--- src/hw/quad_card_params.svh ---
`ifndef QUAD_CARD_PARAMS_SVH
`define QUAD_CARD_PARAMS_SVH

// clock and baud reference, in hertz
`define CLK_HZ 20000000
`define REF_HZ 14745600
`define REF_STEP (`REF_HZ / 100)
`define REF_MODULUS (`CLK_HZ / 100)
`define OVERSAMPLE 16

// expansion bus decode
`define PORT_COUNT 4
`define PORT_SPACING 16'h0010
`define BASE_SET_1 16'h0300
`define BASE_SET_2 16'h0400
`define BASE_SET_3 16'h0500
`define BASE_SET_4 16'h0600
`define BASE_SET_5 16'h1500
`define BASE_SET_6 16'h3220
`define BASE_SET_7 16'h4220
`define BASE_NONE 16'h0000
`define IRQ_LINES 8

// register offsets (byte addresses)
`define OFF_DIV0 12'h000
`define OFF_DIV3 12'h00c
`define OFF_CTRL 12'h010
`define OFF_STATUS 12'h014
`define OFF_MASK 12'h018
`define OFF_STATE 12'h01c

// field positions and reset values
`define CTRL_RUN_BIT 0
`define STATE_PEND_BIT 4
`define STATE_SHARED_BIT 5
`define STATE_PULL_BIT 6
`define STATE_SW_LSB 8
`define STATE_JMP_LSB 12
`define DIV_RESET 16'h0060
`define CTRL_RESET 1'b1
`define MASK_RESET 4'h0

`endif

--- src/hw/quad_card_pkg.sv ---
`default_nettype none
package quad_card_pkg;
  typedef enum logic [2:0] {
    ST_IDLE = 3'b001,
    ST_WAIT = 3'b010,
    ST_RESP = 3'b100
  } apb_state_type;
endpackage : quad_card_pkg
`default_nettype wire

--- src/hw/port_baud_gen.sv ---
`include "quad_card_params.svh"
`default_nettype none
module port_baud_gen (
  input wire logic pclk,
  input wire logic presetn,
  input wire logic ref_en,
  input wire logic [15:0] divisor,
  output logic x16_en,
  output logic bit_en
);
  logic [15:0] cnt;
  logic [3:0] sub;
  logic [15:0] next_cnt;
  logic [3:0] next_sub;
  logic next_x16;
  logic next_bit;

  always_comb begin
    next_cnt = cnt;
    next_sub = sub;
    next_x16 = 1'b0;
    next_bit = 1'b0;
    if (divisor == 16'h0000) begin
      // a zero divisor parks the generator instead of dividing by 65536
      next_cnt = 16'h0000;
      next_sub = 4'h0;
    end else if (ref_en) begin
      // >= so that lowering the divisor mid-count cannot strand the counter
      if (cnt >= divisor - 16'h0001) begin
        next_cnt = 16'h0000;
        next_x16 = 1'b1;
        next_sub = sub + 4'h1;
        if (sub == 4'(`OVERSAMPLE - 1)) begin
          next_bit = 1'b1;
        end
      end else begin
        next_cnt = cnt + 16'h0001;
      end
    end
  end

  always_ff @(posedge pclk or negedge presetn) begin
    if (!presetn) begin
      cnt <= 16'h0000;
      sub <= 4'h0;
      x16_en <= 1'b0;
      bit_en <= 1'b0;
    end else begin
      cnt <= next_cnt;
      sub <= next_sub;
      x16_en <= next_x16;
      bit_en <= next_bit;
    end
  end

  property p_x16_step;
    @(posedge pclk) disable iff (!presetn)
    (ref_en && divisor != 16'h0000 && cnt >= divisor - 16'h0001) |=> x16_en;
  endproperty
  a_x16_step: assert property (p_x16_step) else $error("x16 tick missing");

  property p_bit_cadence;
    @(posedge pclk) disable iff (!presetn)
    bit_en |-> (x16_en && $past(sub) == 4'hf);
  endproperty
  a_bit_cadence: assert property (p_bit_cadence) else $error("bit tick off cadence");

  property p_div_zero;
    @(posedge pclk) disable iff (!presetn)
    (divisor == 16'h0000) |=> !x16_en;
  endproperty
  a_div_zero: assert property (p_div_zero) else $error("tick with zero divisor");
endmodule : port_baud_gen
`default_nettype wire

--- src/hw/quad_card_glue.sv ---
// Overview of operation
// each port answers its own 16-address window at the selected base; others ignored
// switch setting picks port-one base; ports two to four follow at 0x10 steps
// all base switches off: no address decoded, bus left alone
// shared mode drives the IRQ line only while a request is pending
// integrator enables the pull-down on exactly one sharing card
// the card request goes onto the single line chosen by the jumper
// baud generators run from a 14.7456 MHz reference
// divisor one gives 921.6 kbit/s: reference over sixteen over divisor
// line rate is 921.6 kbit/s divided by the programmed divisor
// software assuming 1.8432 MHz gets eightfold rates and must scale
//
// The APB slave port and the address map were chosen for this implementation.
`include "quad_card_params.svh"
`default_nettype none
module quad_card_glue (
  input wire logic pclk,
  input wire logic presetn,
  input wire logic psel,
  input wire logic penable,
  input wire logic pwrite,
  input wire logic [11:0] paddr,
  input wire logic [31:0] pwdata,
  output logic [31:0] prdata,
  output logic pready,
  output logic pslverr,
  output logic irq,
  input wire logic [15:0] isa_addr,
  input wire logic isa_aen,
  input wire logic isa_ior_n,
  input wire logic isa_iow_n,
  input wire logic [2:0] base_select_switch,
  input wire logic shared_mode_switch,
  input wire logic pulldown_switch,
  input wire logic [2:0] irq_jumper,
  input wire logic [3:0] uart_int,
  output logic [3:0] port_select,
  output logic [7:0] irq_line_out,
  output logic [7:0] irq_line_oe,
  output logic irq_pulldown_en,
  output logic [3:0] baud_x16_en,
  output logic [3:0] baud_bit_en
);

  function automatic logic [15:0] base_of(input logic [2:0] sw);
    logic [15:0] b;
    b = `BASE_NONE;
    case (sw)
      3'h1: b = `BASE_SET_1;
      3'h2: b = `BASE_SET_2;
      3'h3: b = `BASE_SET_3;
      3'h4: b = `BASE_SET_4;
      3'h5: b = `BASE_SET_5;
      3'h6: b = `BASE_SET_6;
      3'h7: b = `BASE_SET_7;
      default: b = `BASE_NONE;
    endcase
    return b;
  endfunction : base_of

  quad_card_pkg::apb_state_type state;
  quad_card_pkg::apb_state_type next_state;
  logic [31:0] next_prdata;
  logic next_pready;
  logic next_pslverr;
  logic [15:0] div [4];
  logic [15:0] next_div [4];
  logic ctrl_run;
  logic next_ctrl_run;
  logic [3:0] mask;
  logic [3:0] next_mask;
  logic [3:0] status;
  logic [3:0] next_status;
  logic [3:0] status_clear;
  logic [3:0] uart_prev;
  logic [3:0] int_event;
  logic next_irq;
  logic [3:0] next_port_select;
  logic [7:0] next_irq_line_out;
  logic [7:0] next_irq_line_oe;
  logic [17:0] ref_acc;
  logic [17:0] next_ref_acc;
  logic ref_en;
  logic next_ref_en;
  logic [15:0] card_base;

  assign card_base = base_of(base_select_switch);

  // register bus: answer is always two cycles into the access phase
  always_comb begin
    logic [31:0] rd;
    logic hit;
    rd = 32'h0000_0000;
    hit = 1'b1;
    next_state = state;
    next_pready = 1'b0;
    next_prdata = prdata;
    next_pslverr = pslverr;
    next_ctrl_run = ctrl_run;
    next_mask = mask;
    status_clear = 4'h0;
    for (int i = 0; i < `PORT_COUNT; i++) begin
      next_div[i] = div[i];
    end
    if (paddr <= `OFF_DIV3 && paddr[1:0] == 2'b00) begin
      rd = {16'h0000, div[paddr[3:2]]};
    end else if (paddr == `OFF_CTRL) begin
      rd = {31'h0, ctrl_run};
    end else if (paddr == `OFF_STATUS) begin
      rd = {28'h0, status};
    end else if (paddr == `OFF_MASK) begin
      rd = {28'h0, mask};
    end else if (paddr == `OFF_STATE) begin
      rd = 32'h0000_0000;
      rd[3:0] = status & mask;
      rd[`STATE_PEND_BIT] = irq;
      rd[`STATE_SHARED_BIT] = shared_mode_switch;
      rd[`STATE_PULL_BIT] = pulldown_switch;
      rd[`STATE_SW_LSB +: 3] = base_select_switch;
      rd[`STATE_JMP_LSB +: 3] = irq_jumper;
    end else begin
      hit = 1'b0;
    end
    case (state)
      quad_card_pkg::ST_IDLE: begin
        if (psel && !penable) begin
          next_state = quad_card_pkg::ST_WAIT;
        end
      end
      quad_card_pkg::ST_WAIT: begin
        next_pready = 1'b1;
        next_prdata = (hit && !pwrite) ? rd : 32'h0000_0000;
        next_pslverr = !hit;
        next_state = quad_card_pkg::ST_RESP;
      end
      quad_card_pkg::ST_RESP: begin
        next_state = quad_card_pkg::ST_IDLE;
        if (psel && penable && pwrite && !pslverr) begin
          if (paddr <= `OFF_DIV3) begin
            // divisors assume the 14.7456 MHz reference, not 1.8432 MHz
            next_div[paddr[3:2]] = pwdata[15:0];
          end else if (paddr == `OFF_CTRL) begin
            next_ctrl_run = pwdata[`CTRL_RUN_BIT];
          end else if (paddr == `OFF_STATUS) begin
            status_clear = pwdata[3:0];
          end else if (paddr == `OFF_MASK) begin
            next_mask = pwdata[3:0];
          end
        end
      end
      default: begin
        next_state = quad_card_pkg::ST_IDLE;
      end
    endcase
  end

  always_ff @(posedge pclk or negedge presetn) begin
    if (!presetn) begin
      state <= quad_card_pkg::ST_IDLE;
      prdata <= 32'h0000_0000;
      pready <= 1'b0;
      pslverr <= 1'b0;
      ctrl_run <= `CTRL_RESET;
      mask <= `MASK_RESET;
      for (int i = 0; i < `PORT_COUNT; i++) begin
        div[i] <= `DIV_RESET;
      end
    end else begin
      state <= next_state;
      prdata <= next_prdata;
      pready <= next_pready;
      pslverr <= next_pslverr;
      ctrl_run <= next_ctrl_run;
      mask <= next_mask;
      for (int i = 0; i < `PORT_COUNT; i++) begin
        div[i] <= next_div[i];
      end
    end
  end

  // interrupt capture: a new edge beats a same-cycle clear
  always_comb begin
    int_event = uart_int & ~uart_prev;
    next_status = (status & ~status_clear) | int_event;
    next_irq = |(status & mask);
    for (int i = 0; i < `IRQ_LINES; i++) begin
      if (irq_jumper == 3'(i)) begin
        next_irq_line_oe[i] = shared_mode_switch ? irq : 1'b1;
        next_irq_line_out[i] = shared_mode_switch ? 1'b1 : irq;
      end else begin
        next_irq_line_oe[i] = 1'b0;
        next_irq_line_out[i] = 1'b0;
      end
    end
  end

  always_ff @(posedge pclk or negedge presetn) begin
    if (!presetn) begin
      uart_prev <= 4'h0;
      status <= 4'h0;
      irq <= 1'b0;
      irq_line_oe <= 8'h00;
      irq_line_out <= 8'h00;
      irq_pulldown_en <= 1'b0;
    end else begin
      uart_prev <= uart_int;
      status <= next_status;
      irq <= next_irq;
      irq_line_oe <= next_irq_line_oe;
      irq_line_out <= next_irq_line_out;
      // only one sharing card should turn this on
      irq_pulldown_en <= pulldown_switch;
    end
  end

  // address decode: one cycle of latency on the chip selects
  always_comb begin
    logic io_cycle;
    logic [15:0] port_base;
    io_cycle = !isa_aen && (!isa_ior_n || !isa_iow_n);
    port_base = card_base;
    for (int i = 0; i < `PORT_COUNT; i++) begin
      port_base = card_base + 16'(i * 16);
      next_port_select[i] = io_cycle && card_base != `BASE_NONE
        && isa_addr[15:4] == port_base[15:4];
    end
  end

  // fractional divider: average enable rate is the reference frequency
  always_comb begin
    logic [18:0] sum;
    sum = {1'b0, ref_acc} + 19'(`REF_STEP);
    next_ref_en = 1'b0;
    next_ref_acc = ref_acc;
    if (ctrl_run) begin
      if (sum >= 19'(`REF_MODULUS)) begin
        next_ref_acc = 18'(sum - 19'(`REF_MODULUS));
        next_ref_en = 1'b1;
      end else begin
        next_ref_acc = sum[17:0];
      end
    end
  end

  always_ff @(posedge pclk or negedge presetn) begin
    if (!presetn) begin
      port_select <= 4'h0;
      ref_acc <= 18'h00000;
      ref_en <= 1'b0;
    end else begin
      port_select <= next_port_select;
      ref_acc <= next_ref_acc;
      ref_en <= next_ref_en;
    end
  end

  for (genvar g = 0; g < `PORT_COUNT; g++) begin : g_baud
    port_baud_gen u_baud (
      .pclk(pclk),
      .presetn(presetn),
      .ref_en(ref_en),
      .divisor(div[g]),
      .x16_en(baud_x16_en[g]),
      .bit_en(baud_bit_en[g])
    );
  end

  property p_decode_off;
    @(posedge pclk) disable iff (!presetn)
    (base_select_switch == 3'h0) |=> (port_select == 4'h0);
  endproperty
  a_decode_off: assert property (p_decode_off) else $error("decode with switches off");

  property p_decode_hit;
    @(posedge pclk) disable iff (!presetn)
    (!isa_aen && !isa_ior_n && card_base != `BASE_NONE && isa_addr[15:4] == card_base[15:4])
      |=> port_select == 4'h1;
  endproperty
  a_decode_hit: assert property (p_decode_hit) else $error("port one not selected");

  property p_port_four;
    @(posedge pclk) disable iff (!presetn)
    port_select[3] |-> $past(isa_addr[15:4]) == 12'($past(card_base[15:4]) + 12'h003);
  endproperty
  a_port_four: assert property (p_port_four) else $error("port four spacing wrong");

  property p_idle_bus;
    @(posedge pclk) disable iff (!presetn)
    isa_aen |=> port_select == 4'h0;
  endproperty
  a_idle_bus: assert property (p_idle_bus) else $error("select during dma cycle");

  property p_shared_release;
    @(posedge pclk) disable iff (!presetn)
    (shared_mode_switch && !irq) |=> irq_line_oe == 8'h00;
  endproperty
  a_shared_release: assert property (p_shared_release) else $error("shared line held");

  property p_one_line;
    @(posedge pclk) disable iff (!presetn)
    ##1 $onehot0(irq_line_oe) && (irq_line_oe & ~(8'h01 << $past(irq_jumper))) == 8'h00;
  endproperty
  a_one_line: assert property (p_one_line) else $error("irq on wrong line");

  property p_ref_density;
    @(posedge pclk) disable iff (!presetn)
    ctrl_run ##1 (ctrl_run && !ref_en) |=> ref_en;
  endproperty
  a_ref_density: assert property (p_ref_density) else $error("reference enable too sparse");

  property p_set_wins;
    @(posedge pclk) disable iff (!presetn)
    (uart_int[0] && !uart_prev[0]) |=> status[0];
  endproperty
  a_set_wins: assert property (p_set_wins) else $error("interrupt event lost");

  property p_irq_level;
    @(posedge pclk) disable iff (!presetn)
    ##1 irq == |($past(status) & $past(mask));
  endproperty
  a_irq_level: assert property (p_irq_level) else $error("irq output wrong");

  property p_ready_pulse;
    @(posedge pclk) disable iff (!presetn)
    pready |=> !pready;
  endproperty
  a_ready_pulse: assert property (p_ready_pulse) else $error("pready longer than one cycle");
endmodule : quad_card_glue
`default_nettype wire

--- config.mk ---
export PLATFORM = sky130hd
export DESIGN_NAME = quad_card_glue
export DESIGN_NICKNAME = d
export VERILOG_FILES = /design/src/hw/quad_card_pkg.sv /design/src/hw/port_baud_gen.sv /design/src/hw/quad_card_glue.sv
export VERILOG_INCLUDE_DIRS = /design/src /design/src/hw
export SDC_FILE = /design/constraint.sdc
export NUM_CORES = 1
export LEC_CHECK = 0
export ABC_AREA = 1
export BUFFER_PORTS_ARGS = -buffer_cell sky130_fd_sc_hd__buf_2
export CAP_MARGIN = 20
export CORE_ASPECT_RATIO = 1.75
export CORE_MARGIN = 10
export CORE_UTILIZATION = 56
export CTS_CLUSTER_SIZE = 10
export DETAILED_ROUTE_END_ITERATION = 8
export GPL_ROUTABILITY_DRIVEN = 0
export GPL_TIMING_DRIVEN = 0
export PLACE_DENSITY = 0.74
export SYNTH_ARGS = -nofsm -noshare
export SYNTH_HDL_FRONTEND = slang
export SYNTH_HIERARCHICAL = 1
export SYNTH_SLANG_ARGS = --single-unit
export TNS_END_PERCENT = 20
--- constraint.sdc ---
create_clock -name pclk -period 3.4 [get_ports pclk]
set_input_delay 0.51 -clock pclk [delete_from_list [all_inputs] [get_ports pclk]]
set_output_delay 0.51 -clock pclk [all_outputs]
set_load 0.03 [all_outputs]
* Word level (Yosys, flattened, before mapping)
Cells that the tools add are included.
** Word-level totals
- Bits in registers :: 243
- Logic and storage cells :: 243
** Operators by class
- Add/subtract/negate cells :: 17
- Order comparisons :: 8
- Equal/unequal tests :: 30
- Multiplexer cells :: 99
- Bitwise logic cells :: 10
- Reductions and logical operators :: 44
** Operators with widths (count)
- 16-bit two-way mux :: 16
- 15-bit one-hot mux with 7 select lines :: 1
- 4-bit two-way mux :: 17
- 16-bit by 1-bit adder with 16-bit output (second input constant) :: 4
- 64-bit bitwise mux :: 1
- 16-bit greater-or-equal comparator :: 4
- 16-bit zero test :: 4
- 16-bit by 1-bit subtractor with 16-bit output (second input constant) :: 4
- 15-bit two-way mux :: 4
- 1-bit two-way mux :: 54
- 12-bit equality test :: 4
- 12-bit by 5-bit equality test with 1-bit output (second input constant) :: 4
- 16-bit by 6-bit adder with 16-bit output (second input constant) :: 2
- 16-bit binary-select mux with 2-bit select :: 1
- 16-bit demux with 2-bit select :: 1
- 32-bit two-way mux :: 1
- 3-bit equality test (second input constant) :: 9
- 18-bit by 18-bit adder with 19-bit output (second input constant) :: 1
- 19-bit by 18-bit greater-or-equal comparator with 1-bit output (second input constant) :: 1
- 18-bit two-way mux :: 1
- 18-bit subtractor (second input constant) :: 1
- 16-bit by 5-bit adder with 16-bit output (second input constant) :: 1
- 4-bit by 1-bit adder with 4-bit output (second input constant) :: 4
- 4-bit equality test (second input constant) :: 4
- other kinds (25) :: 64

* Longest topological paths before layout
- Depth in word-level cells :: 9
- Gate-level depth with buffers :: 17
- Mapped depth without buffers :: 17

* Modules after synthesis
Netlist, hierarchy kept.
** By module, submodules not included
- quad_card_glue :: instances 1, cells each 766, area each 6338.6 µm², seq. area each 3340.7 µm²
- port_baud_gen at g_baud[0].u_baud ... :: instances 3, cells each 275, area each 1964.4 µm², seq. area each 550.5 µm²
- port_baud_gen at g_baud[2].u_baud :: instances 1, cells each 282, area each 2019.4 µm², seq. area each 550.5 µm²

* Worst setup path after synthesis
Ideal clock, no wire load.
- Path kind :: register to register
- From :: register div[32] in the netlist's numbering
- To :: register g_baud[1].u_baud.cnt[3]
- Library setup time :: 0.129 ns
- Arrival :: 2.628 ns
- Required time :: 3.271 ns
- Slack :: 0.643 ns
- Stages on the path, launching flop included :: 16
- Buffers on the path :: 1
- Cell sequence :: dfrtp_1 -> inv_1 -> ha_1 -> nand2_2 -> nor2_4 -> nand3_1 -> nor3_1 -> xor2_1 -> inv_1 -> ha_1 -> nand2_1 -> nor4_1 -> nand2_1 -> nand3_1 -> buf_4 -> a21oi_1
** On the way
- Cells in the longest elaborated chain, start to end :: 5
- Elaborated cells between the ends (all ways) :: 7
** RTL lines
- start: declaration :: RTL line quad_card_glue.sv:66 : logic [15:0] div [4];
- start signal: indexed assignment :: RTL line quad_card_glue.sv:166 : div[i] <= `DIV_RESET;
- start signal: indexed assignment :: RTL line quad_card_glue.sv:176 : div[i] <= next_div[i];
- 16-bit by 1-bit subtractor with 16-bit output :: RTL line port_baud_gen.sv:29 : if (cnt >= divisor - 16'h0001) begin
- 16-bit greater-or-equal comparator :: RTL line port_baud_gen.sv:29
- 16-bit two-way mux :: RTL line port_baud_gen.sv:29
- 16-bit two-way mux :: RTL line port_baud_gen.sv:27 : end else if (ref_en) begin
- 16-bit two-way mux :: RTL line port_baud_gen.sv:23 : if (divisor == 16'h0000) begin
- end signal: assignment :: RTL line port_baud_gen.sv:49 : cnt <= next_cnt;
- end: declaration :: RTL line port_baud_gen.sv:11 : logic [15:0] cnt;
Several ways; a longest one is shown, not always the timed one. The select of a mux whose other input is x is not followed.
A chain may end at the register's enable or synchronous reset.

* Worst setup path after layout
Ends and elaborated chain as after synthesis.

==> qor.txt <==
Status - finished clean
Crit start category - flop
Pleak - 8.69 nW
Synth Warn # - 6
WHS - 0.0164 ns
Initial antenna violation count - 1
First drt pass iteration count - 5
GRT Util Overall - 0.228
Synthesized cell area - 14300 um^2
Clk Latency, worst-skew pair - 0.54 ns
Die width - 141 um
Syn avg cell area - 7.61 um^2
Worst path most repeated cell - nand2_1
Power per cell area - 365 nW/um^2
Fin crit share - 0.945
Commonest non-fill, non-tap cells in the layout - nand2_1, inv_1, dfrtp_1
Max Cap Viol - 0
Core area - 25100 um^2
Clock Tree Buf Depth - 3
WL/cell - 16.1 um
Post-CTS Hold Buffers - 0
Vias in the first global route - 12800
Area growth syn-to-layout - 13.4%
EDFF count, synth - 0
Synth Instances - 1873
Root Buffer Master - clkbuf_16
CTS sink cnt - 221
Via Count - 12900
Detail Route Antenna Nets - 0
CP Max Fanout - 10
DRC - 0
Reg-to-reg slack, setup - 0.19 ns
CTS buffer count - 26
Slowest-stage cell, CP - dfrtp_1
Post-Synth Adder-Cell Area - 0.0720
Simple-gate portion of the synthesized area - 0.295
Dpl hpwl - 29000 um
Synth Flop Type - dfrtp_1
XOR/XNOR Fraction of Synth Area - 0.0565
Placed cell areas - 15300 um^2
Final Non-Filler Cells - 2364
Final hold viol count - 0
CP startpoint - div[32]$_DFFE_PN0P_
Minimum clock period - 3.21 ns
Maximum vdd drop - 0.000338 V
Layout fillers - 2158
CTS HTree Levels - 1
Mux share of post-synthesis cell area - 0
Crit. End Element - flop
CP arrival - 3.62 ns
Share of post-route cells with drive strength above 1 - 0.144
CP peak stage delay - 0.44 ns
# port buffers - 107
Crit Reg-Reg Startpoint - div[32]$_DFFE_PN0P_
Wire length of the first global-routing pass - 61600 um
Row cnt - 77
Reg-to-Reg End - g_baud[1].u_baud/cnt[3]$_DFFE_PN0P_
Clock Pin Slew Worst Setup and Hold Paths - 0.05 ns
Final Util - 0.642
Ys async rst share - 1.00
Critical path type - flop to flop
Placed Cells incl. Taps - 2312
IO Pins - 144
Worst R2R Path Depth - 15
Worst Path Required - 3.81 ns
HP Class - input port to asynchronous set/reset pin
Fin nets - 2190
Fmax - 311 MHz
Crit path cell chain - inv_2 -> ha_2 -> nand2_2 -> nor2_4 -> nand3_1 -> nor3_1 -> xor2_1 -> inv_1 -> ha_1 -> nand2_1 -> nor4_2 -> nand2_1 -> nand3_4 -> buf_4 -> a21oi_1
Slew Limit Fails - 0
Clock Skews - 0.0119 ns
Die area - 32500 um^2
Drt total wl - 38000 um
Pin count of the biggest net entering global routing - 119
Register area share after synthesis - 0.389
Post-synthesis compound-gate area fraction - 0.0935
Iter 0 DRT Violations - 721
Yosys reg bits - 221
Main combinational cell family by area after synthesis - simple AND/OR/NAND/NOR gates
Final setup violation count - 0
Post-synth cell types - 48
Post-route cell area - 16200 um^2
Vias per Instance - 5.45
Gr ovfl total - 0
Slew Limit Headroom - 0.297
Worst-margin pin slew - 1.05 ns
RSZ-0062 raised after global routing - false
Initial Util - 0.567
CTS tree - done
Most common cell after layout, fill and taps aside - nand2_1
DIE HEIGHT - 231 um
==> registers in the layout (all words and copies together) (netlist names), 3 cells and up <==
register / flops
div: 64
g_baud.u_baud/bit_en: 4
g_baud.u_baud/cnt: 64
g_baud.u_baud/sub: 16
g_baud.u_baud/x16_en: 4
irq_line_oe: 8
irq_line_out: 8
mask: 4
port_select: 4
prdata: 16
ref_acc: 12
state: 3
status: 4
uart_prev: 4
==> cells in the mapped netlist, types with 3 or more instances <==
library cell | count | area [um^2]
clkbuf_2 | 4 | 20.0
nand2_2 | 5 | 31.3
nand2_1 | 463 | 1740
nor2_1 | 190 | 713
buf_8 | 3 | 45.0
nand3_1 | 149 | 746
nand3b_1 | 9 | 67.6
ha_1 | 82 | 1030
buf_4 | 25 | 188
o21ai_0 | 83 | 415
nand2_4 | 5 | 56.3
xnor2_1 | 25 | 219
dfstp_2 | 10 | 263
o21bai_1 | 17 | 128
dfrtp_1 | 211 | 5280
o21ai_1 | 11 | 55.1
inv_1 | 249 | 935
nor2_4 | 7 | 78.8
o21a_1 | 5 | 37.5
a21oi_2 | 25 | 219
a21oi_1 | 53 | 265
o22ai_1 | 22 | 138
buf_6 | 3 | 33.8
nand3_2 | 7 | 70.1
buf_2 | 19 | 95.1
nand4_1 | 57 | 357
nor3_1 | 23 | 115
nor4_1 | 6 | 37.5
nor2_2 | 15 | 93.8
nand3_4 | 3 | 52.6
xor2_1 | 67 | 587
==> final cells by class <==
| type | count | area (um^2) | area share |
|---|---|---|---|
| diodes | 1 | 2.50 | 0.000155 |
| plain buffers | 56 | 389 | 0.0241 |
| clock buffers | 45 | 753 | 0.0466 |
| clock inverters | 2 | 10.0 | 0.000620 |
| inverters | 251 | 942 | 0.0583 |
| multi-input cells | 1360 | 7520 | 0.465 |
| flip-flops and latches | 221 | 5540 | 0.343 |
| well taps | 316 | 395 | 0.0245 |
| repair buffers | 112 | 603 | 0.0373 |
==> worst max-delay path by stage <==
stage | to | slack (ns) | cells past startpoint
2_1_floorplan | g_baud[1].u_baud/cnt[3]$_DFFE_PN0P_ | 0.64 | 15
3_3_place_gp | g_baud[3].u_baud/bit_en$_DFF_PN0_ | -1.97 | 1
3_5_place_dp | g_baud[1].u_baud/cnt[8]$_DFFE_PN0P_ | -0.12 | 15
4_1_cts | g_baud[3].u_baud/cnt[4]$_DFFE_PN0P_ | 0.03 | 15
5_1_grt | g_baud[1].u_baud/cnt[3]$_DFFE_PN0P_ | 0.00008 | 15
6_report | g_baud[1].u_baud/cnt[3]$_DFFE_PN0P_ | 0.19 | 15
==> cells by family (layout without fill, tap and decap cells) <==
group | count (synthesis) | after routing
simple gates | 945 | 945
buf+inv | 307 | 466
compound gates | 225 | 225
flops | 221 | 221
xor+xnor | 92 | 92
fa+ha+maj | 82 | 82
other cells | 1 | 17
==> layer usage <==
layer  global-route usage  vias up  routed length [um]
met5                    0        -                   0
met4                0.131        0                2250
met3               0.0422      125                1970
met2                0.430      393               20200
met1                0.225     6022               13500
li1                     -     6349                   -
==> worst max-delay path: cells and delay by family, from the launching register on <==
family	cells	cell delay [ns]
AOI/OAI and AO/OA	1	0.08
xor gates and xnor gates	1	0.18
adders and majority gates	2	0.51
buffers and inverters	3	0.42
DFF	1	0.44
and+or+nand+nor	8	1.43
==> power by group <==
part	leakage (nW)	switching [mW]	internal, mW
combinational	5.33	0.412	0.156
sequential	2.99	0.0502	2.71
clock	0.368	1.08	1.49
==> stage by stage <==
| stage | setup slack [ns] | power [mW] | setup TNS, ns |
|---|---|---|---|
| 2_1_floorplan | 0.643 | 3.11 | 0 |
| 3_3_place_gp | -1.97 | 3.36 | -416.75 |
| 3_5_place_dp | -0.118 | 3.37 | -1.30 |
| 4_1_cts | 0.0306 | 5.95 | 0 |
| 5_1_grt | 0.0000786 | 6.10 | 0 |
| 6_report | 0.186 | 5.89 | 0 |
==> what timing repair did <==
action / in CTS / in global routing
setup buffers: 0 / 4
setup endpoints to repair: 19 / 63
pin swaps: 0 / 2
gates resized for setup: 3 / 17
gates cloned: 0 / 0
No activity file was read; power rests on OpenSTA's default activity.
